--- config.mk ---
export PLATFORM = sky130hd
export DESIGN_NAME = fpe_ctrl
export DESIGN_NICKNAME = d
export VERILOG_FILES = /design/src/hw/fpe_pkg.sv /design/src/hw/fpe_ctrl.sv /design/src/hw/fpe_op_timer.sv
export SDC_FILE = /design/constraint.sdc
export NUM_CORES = 1
export LEC_CHECK = 0
export ABC_AREA = 1
export ABC_CLOCK_PERIOD_IN_PS = 6200
export BUFFER_PORTS_ARGS = -buffer_cell sky130_fd_sc_hd__buf_2
export CAP_MARGIN = 40
export CORE_ASPECT_RATIO = 1.4
export CORE_MARGIN = 2
export CORE_UTILIZATION = 55
export DETAILED_ROUTE_END_ITERATION = 10
export HOLD_SLACK_MARGIN = 0.05
export PLACE_DENSITY_LB_ADDON = 0.1
export RECOVER_POWER = 50
export SLEW_MARGIN = 25
export SYNTH_ARGS = -nofsm -noshare
export SYNTH_HDL_FRONTEND = slang
export SYNTH_HIERARCHICAL = 1
export SYNTH_SLANG_ARGS = --single-unit
--- constraint.sdc ---
create_clock -name i_mclk -period 6.2 [get_ports i_mclk]
set_input_delay 0.93 -clock i_mclk [delete_from_list [all_inputs] [get_ports i_mclk]]
set_output_delay 0.93 -clock i_mclk [all_outputs]
set_load 0.005 [all_outputs]
--- src/hw/fpe_pkg.sv ---
/*
 * fpe_pkg: constants and carrier types for the flash program/erase control.
 * Assumes a byte-wide CPU core and a flash macro with a byte port.
 */
package fpe_pkg;

	localparam int          ADDR_W          = 16;
	localparam int          DATA_W          = 8;
	localparam int          PAGE_BITS       = 10;   // 1024-byte pages
	localparam logic [7:0]  UNLOCK_CODE_1   = 8'ha5;
	localparam logic [7:0]  UNLOCK_CODE_2   = 8'hf1;
	localparam logic [7:0]  ERASED_BYTE     = 8'hff;
	localparam logic [15:0] SHORT_ADDR_MAX  = 16'h00ff;
	localparam logic [15:0] SCRATCH_LAST    = 16'h03ff;

	// register map on the plain port (word indices)
	localparam logic [3:0]  REG_STORE_CTRL  = 4'h0; // program_store_control
	localparam logic [3:0]  REG_UNLOCK_KEY  = 4'h1; // flash_unlock_key_register
	localparam logic [3:0]  REG_RESET_CAUSE = 4'h2; // reset_cause_register
	localparam logic [3:0]  REG_SUPPLY_MON  = 4'h3; // supply monitor enables

	// program_store_control fields
	localparam int          BIT_WRITE_EN    = 0;
	localparam int          BIT_ERASE_EN    = 1;
	localparam int          BIT_SCRATCH_SEL = 2;
	// supply monitor fields
	localparam int          BIT_MON_EN      = 0;
	localparam int          BIT_MON_RST_EN  = 1;
	localparam logic [7:0]  SUPPLY_MON_RST  = 8'h03;
	// reset cause field
	localparam int          BIT_FLASH_ERR   = 0;

	// operation times
	localparam int          CLK_MHZ         = 250;
	localparam int          PROG_TIME_US    = 20;
	localparam int          ERASE_TIME_MS   = 20;
	localparam int          PROG_CYCLES     = PROG_TIME_US * CLK_MHZ;
	localparam int          ERASE_CYCLES    = ERASE_TIME_MS * 1000 * CLK_MHZ;

	typedef enum logic [1:0] {
		KEY_LOCKED = 2'b00,
		KEY_HALF   = 2'b01,
		KEY_OPEN   = 2'b11,
		KEY_DEAD   = 2'b10
	} fpe_key_t;

	typedef struct packed {
		logic              wr;
		logic              rd;
		logic              short_form;
		logic [ADDR_W-1:0] addr;
		logic [DATA_W-1:0] data;
	} fpe_xdata_t;

	typedef struct packed {
		logic              busy;
		logic              erase;
		logic              scratch;
		logic [ADDR_W-1:0] addr;
		logic [DATA_W-1:0] data;
	} fpe_flash_op_t;

endpackage : fpe_pkg

--- src/hw/fpe_ctrl.sv ---
/*
 * fpe_ctrl: flash program/erase control between the CPU core's external
 * data moves and a byte-wide flash macro, with a scratchpad page.
 * Assumes the core holds its pipeline while o_cpu_stall is high and the
 * flash macro programs/erases on a one-cycle o_flash.busy start edge.
 */
`timescale 1ns/1ns
`default_nettype none
module fpe_ctrl
	import fpe_pkg::*;
#(
	parameter int PROG_CNT  = PROG_CYCLES,
	parameter int ERASE_CNT = ERASE_CYCLES
) (
	input  wire logic          i_mclk,
	input  wire logic          i_rst_n,
	input  wire logic          i_por,
	input  wire logic [3:0]    i_reg_addr,
	input  wire logic [7:0]    i_reg_wdata,
	input  wire logic          i_reg_wr,
	input  wire logic          i_reg_rd,
	output logic      [7:0]    o_reg_rdata,
	input  wire fpe_xdata_t    i_xdata,
	input  wire logic          i_fetch,
	input  wire logic [15:0]   i_fetch_addr,
	input  wire logic [7:0]    i_flash_rdata,
	output fpe_xdata_t         o_external_ram_space,
	output fpe_flash_op_t      o_flash,
	output logic               o_fetch_scratch,
	output logic               o_fetch_fault,
	output logic               o_cpu_stall,
	output logic               o_flash_err_rst
);
	typedef struct packed {
		logic          wr_en;
		logic          er_en;
		logic          scr_sel;
		fpe_key_t      key;
		logic [7:0]    mon;
		logic          err_rst;
		logic [7:0]    rdata;
		fpe_xdata_t    external_ram_space;
		fpe_flash_op_t op;
		logic          start;
		logic          scr_fetch;
		logic          fetch_fault;
		logic          stall;
	} fpe_state_t;

	fpe_state_t s_q, s_d;
	logic [1:0] rst_sync_q;
	logic       flash_err_q;
	logic       flash_err_d;
	logic       srst_n;
	logic       tmr_busy;
	logic       tmr_done;
	logic       attempt;
	logic       reaches_flash;
	logic       mon_ok;

	function automatic logic in_scratch(input logic [15:0] a);
		return a <= SCRATCH_LAST;
	endfunction : in_scratch

	assign srst_n = rst_sync_q[1];

	fpe_op_timer #(
		.PROG_CNT  (PROG_CNT),
		.ERASE_CNT (ERASE_CNT)
	) u_timer (
		.i_clk   (i_mclk),
		.i_rst_n (srst_n),
		.i_start (s_q.start),
		.i_erase (s_q.op.erase),
		.o_busy  (tmr_busy),
		.o_done  (tmr_done)
	);

	always_comb begin
		// short-form moves only reach flash up to the boundary
		reaches_flash = !(i_xdata.short_form && i_xdata.addr > SHORT_ADDR_MAX);
		attempt = i_xdata.wr && s_q.wr_en && reaches_flash;
		mon_ok  = s_q.mon[BIT_MON_EN] && s_q.mon[BIT_MON_RST_EN];
	end

	always_comb begin
		s_d          = s_q;
		flash_err_d  = flash_err_q;
		s_d.start    = 1'b0;
		s_d.rdata    = 8'h00;
		s_d.external_ram_space     = '0;
		s_d.err_rst  = 1'b0;

		if (i_reg_wr) begin
			unique case (i_reg_addr)
				REG_STORE_CTRL: begin
					// only software changes these enables
					s_d.wr_en   = i_reg_wdata[BIT_WRITE_EN];
					s_d.er_en   = i_reg_wdata[BIT_ERASE_EN];
					s_d.scr_sel = i_reg_wdata[BIT_SCRATCH_SEL];
				end
				REG_UNLOCK_KEY: begin
					unique case (s_q.key)
						KEY_LOCKED: s_d.key = (i_reg_wdata == UNLOCK_CODE_1)
							? KEY_HALF : KEY_DEAD;
						KEY_HALF:   s_d.key = (i_reg_wdata == UNLOCK_CODE_2)
							? KEY_OPEN : KEY_DEAD;
						KEY_OPEN:   s_d.key = KEY_DEAD;
						KEY_DEAD:   s_d.key = KEY_DEAD;
					endcase
				end
				REG_SUPPLY_MON: s_d.mon = i_reg_wdata & SUPPLY_MON_RST;
				REG_RESET_CAUSE: flash_err_d = 1'b0;
				default: ;
			endcase
		end
		if (i_reg_rd) begin
			unique case (i_reg_addr)
				REG_STORE_CTRL: s_d.rdata = {5'h00, s_q.scr_sel, s_q.er_en,
					s_q.wr_en};
				REG_UNLOCK_KEY: s_d.rdata = {6'h00, s_q.key};
				REG_RESET_CAUSE: s_d.rdata = {7'h00, flash_err_q};
				REG_SUPPLY_MON: s_d.rdata = s_q.mon;
				default: s_d.rdata = 8'h00;
			endcase
		end

		// reads always go to external ram writes unless redirected
		if (i_xdata.rd || (i_xdata.wr && !attempt))
			s_d.external_ram_space = i_xdata;

		if (attempt && !s_q.op.busy) begin
			if (!mon_ok) begin
				s_d.err_rst   = 1'b1;
				flash_err_d   = 1'b1;
			end else if (s_q.key == KEY_OPEN) begin
				s_d.start      = 1'b1;
				s_d.op.busy    = 1'b1;
				s_d.op.erase   = s_q.er_en;
				s_d.op.scratch = s_q.scr_sel && in_scratch(i_xdata.addr);
				s_d.op.addr    = s_q.er_en
					? {i_xdata.addr[15:PAGE_BITS], {PAGE_BITS{1'b0}}}
					: i_xdata.addr;
				// a write can only pull bits low
				s_d.op.data    = s_q.er_en ? ERASED_BYTE
					: (i_xdata.data & i_flash_rdata);
				s_d.key        = KEY_LOCKED;
			end else begin
				s_d.key = KEY_DEAD;
			end
		end
		if (tmr_done)
			s_d.op.busy = 1'b0;
		s_d.stall = s_d.op.busy;

		// fetches below the boundary never see the scratchpad
		s_d.scr_fetch   = 1'b0;
		s_d.fetch_fault = i_fetch && s_q.scr_sel && in_scratch(i_fetch_addr);
	end

	// sync stages and error flag live outside the state struct because
	// each has a reset of its own
	always_ff @(posedge i_mclk or negedge i_rst_n) begin
		if (!i_rst_n)
			rst_sync_q <= 2'b00;
		else
			rst_sync_q <= {rst_sync_q[0], 1'b1};
	end

	always_ff @(posedge i_mclk or negedge srst_n) begin
		if (!srst_n) begin
			s_q.wr_en       <= 1'b0;
			s_q.er_en       <= 1'b0;
			s_q.scr_sel     <= 1'b0;
			s_q.key         <= KEY_LOCKED;
			s_q.mon         <= SUPPLY_MON_RST;
			s_q.err_rst     <= 1'b0;
			s_q.rdata       <= 8'h00;
			s_q.external_ram_space        <= '0;
			s_q.op          <= '0;
			s_q.start       <= 1'b0;
			s_q.scr_fetch   <= 1'b0;
			s_q.fetch_fault <= 1'b0;
			s_q.stall       <= 1'b0;
		end else begin
			s_q.wr_en       <= s_d.wr_en;
			s_q.er_en       <= s_d.er_en;
			s_q.scr_sel     <= s_d.scr_sel;
			s_q.key         <= s_d.key;
			s_q.mon         <= s_d.mon;
			s_q.err_rst     <= s_d.err_rst;
			s_q.rdata       <= s_d.rdata;
			s_q.external_ram_space        <= s_d.external_ram_space;
			s_q.op          <= s_d.op;
			s_q.start       <= s_d.start;
			s_q.scr_fetch   <= s_d.scr_fetch;
			s_q.fetch_fault <= s_d.fetch_fault;
			s_q.stall       <= s_d.stall;
		end
	end

	// the error flag must outlive the reset it causes, so only power-on or a
	// reset_cause_register write clears it; the system reset leaves it standing
	always_ff @(posedge i_mclk) begin
		if (i_por)
			flash_err_q <= 1'b0;
		else
			flash_err_q <= flash_err_d;
	end

	assign o_reg_rdata     = s_q.rdata;
	assign o_external_ram_space          = s_q.external_ram_space;
	assign o_flash         = s_q.op;
	assign o_fetch_scratch = s_q.scr_fetch;
	assign o_fetch_fault   = s_q.fetch_fault;
	assign o_cpu_stall     = s_q.stall;
	assign o_flash_err_rst = s_q.err_rst;
endmodule : fpe_ctrl
`default_nettype wire

--- src/hw/fpe_op_timer.sv ---
/*
 * fpe_op_timer: self-timed duration counter for one flash operation.
 * Assumes start is a one-cycle pulse given only while idle.
 */
`timescale 1ns/1ns
`default_nettype none
module fpe_op_timer
	import fpe_pkg::*;
#(
	parameter int PROG_CNT  = PROG_CYCLES,
	parameter int ERASE_CNT = ERASE_CYCLES
) (
	input  wire logic i_clk,
	input  wire logic i_rst_n,
	input  wire logic i_start,
	input  wire logic i_erase,
	output logic      o_busy,
	output logic      o_done
);
	typedef struct packed {
		logic        busy;
		logic        done;
		logic [31:0] cnt;
	} fpe_tmr_t;

	fpe_tmr_t s_q, s_d;

	always_comb begin
		s_d      = s_q;
		s_d.done = 1'b0;
		if (s_q.busy) begin
			if (s_q.cnt == 32'h1) begin
				s_d.busy = 1'b0;
				s_d.done = 1'b1;
			end else begin
				s_d.cnt = s_q.cnt - 32'h1;
			end
		end else if (i_start) begin
			s_d.busy = 1'b1;
			s_d.cnt  = i_erase ? 32'(ERASE_CNT) : 32'(PROG_CNT);
		end
	end

	always_ff @(posedge i_clk or negedge i_rst_n) begin
		if (!i_rst_n)
			s_q <= '0;
		else
			s_q <= s_d;
	end

	assign o_busy = s_q.busy;
	assign o_done = s_q.done;
endmodule : fpe_op_timer
`default_nettype wire

==> flow_summary.yaml <==
clocking:
  cts_root_buf: "clkbuf_16"
  cts_tree: "yes"
  cts-hold-fix-buffers: 0
  cts_resized: 0
  clock-sinks: 104
  cts.clk_slew.worst_paths_ns: 0.07
  htreeDepth: 3
  post_cts_buffers: 0
  clockBufferDepth: 2
  cts-buffers-inserted: 9
  clk_latency_ns: 0.34
cells_and_area:
  final_common_cell: "nand2_1"
  fin_util: 0.618
  nets: 863
  instances_no_fill: 932
  drive_above_1_share: 0.182
  areaGrowthSynthToFinish_pct: 9.02
  final_cell_mix: "218 x nand2_1, 109 x nor2_1, 108 x buf_2, 101 x dfrtp_1, 61 x inv_1"
  num_antenna_cells: 0
yosys:
  synthCells: 734
  synth_ff_type: "dfrtp_1"
  netlist.area_leader.share: 0.448
  synth.distinct_cells: 38
  seq_area_frac_synth: 0.461
  syn_area_um2: 5640
  yosys_warnings: 6
  yosys.area.top_type: "dfrtp_1"
  synth_area_per_cell_um2: 7.69
  async_reset_ff_frac: 0.990
  synth_edf_count: 0
  ys_top_cells_by_area: "dfrtp_1 45%, nand2_1 14%, buf_4 8.5%"
  ys_seq_elements: 104
routing:
  wl_met1_um: 5180
  met2_length_um: 6760
  vias: 4762
  via_per_inst: 5.11
  wl_um: 12800
  drtPass1Iterations: 6
  drc_errors: 0
  avgRoutedWirePerCell_um: 13.7
  wl_met3_um: 536
  antenna_left: 0
  drtIter0Drc: 328
  highest_layer: "met4"
setup_path:
  reg2reg_setup_slack_ns: 3.72
  worstSetupPathType: "flop to asynchronous set/reset pin"
  cp-end-kind: "asynchronous set/reset pin"
  crit_required_ns: 6.63
  startpoint_type: "flop"
  slowest_delay_ns: 1.78
  worst-path-buf-inv: 1
  critPathSlowestCell: "dfrtp_1"
  worstPathCellList: "buf_4"
  crit_family: "flip-flops"
  worstPathArrival_ns: 2.91
  critical_path.max_fanout: 53
timing:
  slew_violations: 54
  fmax_ghz: 0.403
  finalClockSkew_ns: 0.00848
  rsz0062_at_grt: "false"
  fin_crit_ns: 2.48
  setup_viol: 0
  tns_ns: 0
  relSlewSlack: -0.419
  fin_crit_sh: 0.401
  tightest_slew_ns: 2.13
  hold_viol: 0
power:
  power_density_nw_per_um2: 227
  finalPower_uw: 1390
  ir_drop_v: 0.000142
  p_leak_uw: 0.00351
place:
  place_congestion: 0.955
  dp_hpwl_um: 9440
  io_buffers: 118
  dp_cells: 914
floorplanning:
  io_pins: 135
  start_util: 0.567
  coreArea_um2: 9950
  rows: 43
  die_w_um: 89.6
  die_area_um2: 11100
  die_y_um: 124
hold_path:
  hp-class: "input port to asynchronous set/reset pin"
global_route:
  grt_use_total: 0.243
  grt_pass1_wl_um: 20900
  first_global_vias: 4607
  antenna_found_initial: 0
  grt_max_degree: 54
  overflow: 0
outcome:
  status: "complete, but fails checks"
  violations: "capacitance limit, slew limit"
run:
  maxCapViolCount: 1
## stage by stage
| step | hold slack [ns] | worst slack, ns | cell area, um2 |
|---|---|---|---|
| global route | 0.353 | 3.21 | 6150 |
| CTS | 0.353 | 3.73 | 6160 |
| finish | 0.364 | 3.72 | 6150 |
| detailed placement | 0.353 | 3.50 | 5850 |
| global placement | 0.343 | 3.59 | 5850 |
| floorplan | 0.331 | 3.12 | 5660 |
## cells in the mapped netlist (3+ instances only)
cell type and count:
nand2_1 218, nor2_1 109, dfrtp_1 101, buf_4 64
inv_1 61, nand3_1 40, o21ai_0 23, a21oi_1 21
nand4_1 14, a21boi_0 12, buf_6 6, o21bai_1 6
xor2_1 6, buf_2 5, clkbuf_1 5, o21ai_2 5
nor3_1 4, o21ai_1 4, a21boi_1 3, nor2_2 3
## per-layer routing
| layer | vias up | global-route usage |
|---|---|---|
| li1 | 2354 | - |
| met1 | 2262 | 0.291 |
| met2 | 125 | 0.426 |
| met3 | 21 | 0.0484 |
| met4 | 0 | 0.0877 |
| met5 | - | 0 |
## final timing paths
| path | start | to | cells past startpoint |
|---|---|---|---|
| max | rst_sync_q[1] | u_timer/s_q[2] | 1 |
| min | i_rst_n | rst_sync_q[0] | 1 |
| max reg2reg | rst_sync_q[1] | u_timer/s_q[2] | 1 |
| min reg2reg | rst_sync_q[0] | rst_sync_q[1] | 0 |
| max in group i_mclk | u_timer/s_q[22] | u_timer/s_q[18] | 9 |
| min in group i_mclk | rst_sync_q[0] | rst_sync_q[1] | 0 |
## state kept, by name (all words and copies together) (netlist names), 2 cells and up
| signal | flops |
|---|---|
| u_timer/s_q | 32 |
| o_external_ram_space | 27 |
| o_flash | 26 |
| s_q | 8 |
| o_reg_rdata | 3 |
| rst_sync_q | 2 |
## report_power, final
| part | internal [uW] | switching [uW] | leakage [uW] |
|---|---|---|---|
| Clock | 318 | 265 | 0.000148 |
| Sequential | 699 | 20.6 | 0.00136 |
| Combinational | 37.5 | 54.5 | 0.00200 |
## logic make-up (layout without fill, tap and decap cells)
kind of cell | after synthesis | count (layout) | synth area share
AOI/OAI and AO/OA | 81 | 81 | 0.0900
xor gates and xnor gates | 6 | 6 | 0.00931
adders and majority gates | 2 | 2 | 0.00443
buffers and inverters | 144 | 202 | 0.147
DFF | 104 | 104 | 0.461
other | 2 | 7 | 0.00133
and+or+nand+nor | 395 | 395 | 0.287
## layout make-up
class / count / area [um2]
inverter: 63 / 236
clock inverter: 7 / 80.1
clock buffer: 9 / 225
tap: 135 / 169
timing repair buffer: 123 / 623
multi-input combinational: 491 / 2220
sequential: 104 / 2600
fill: 944 / 3800
Note: power is estimated with default switching activity, not from simulation.
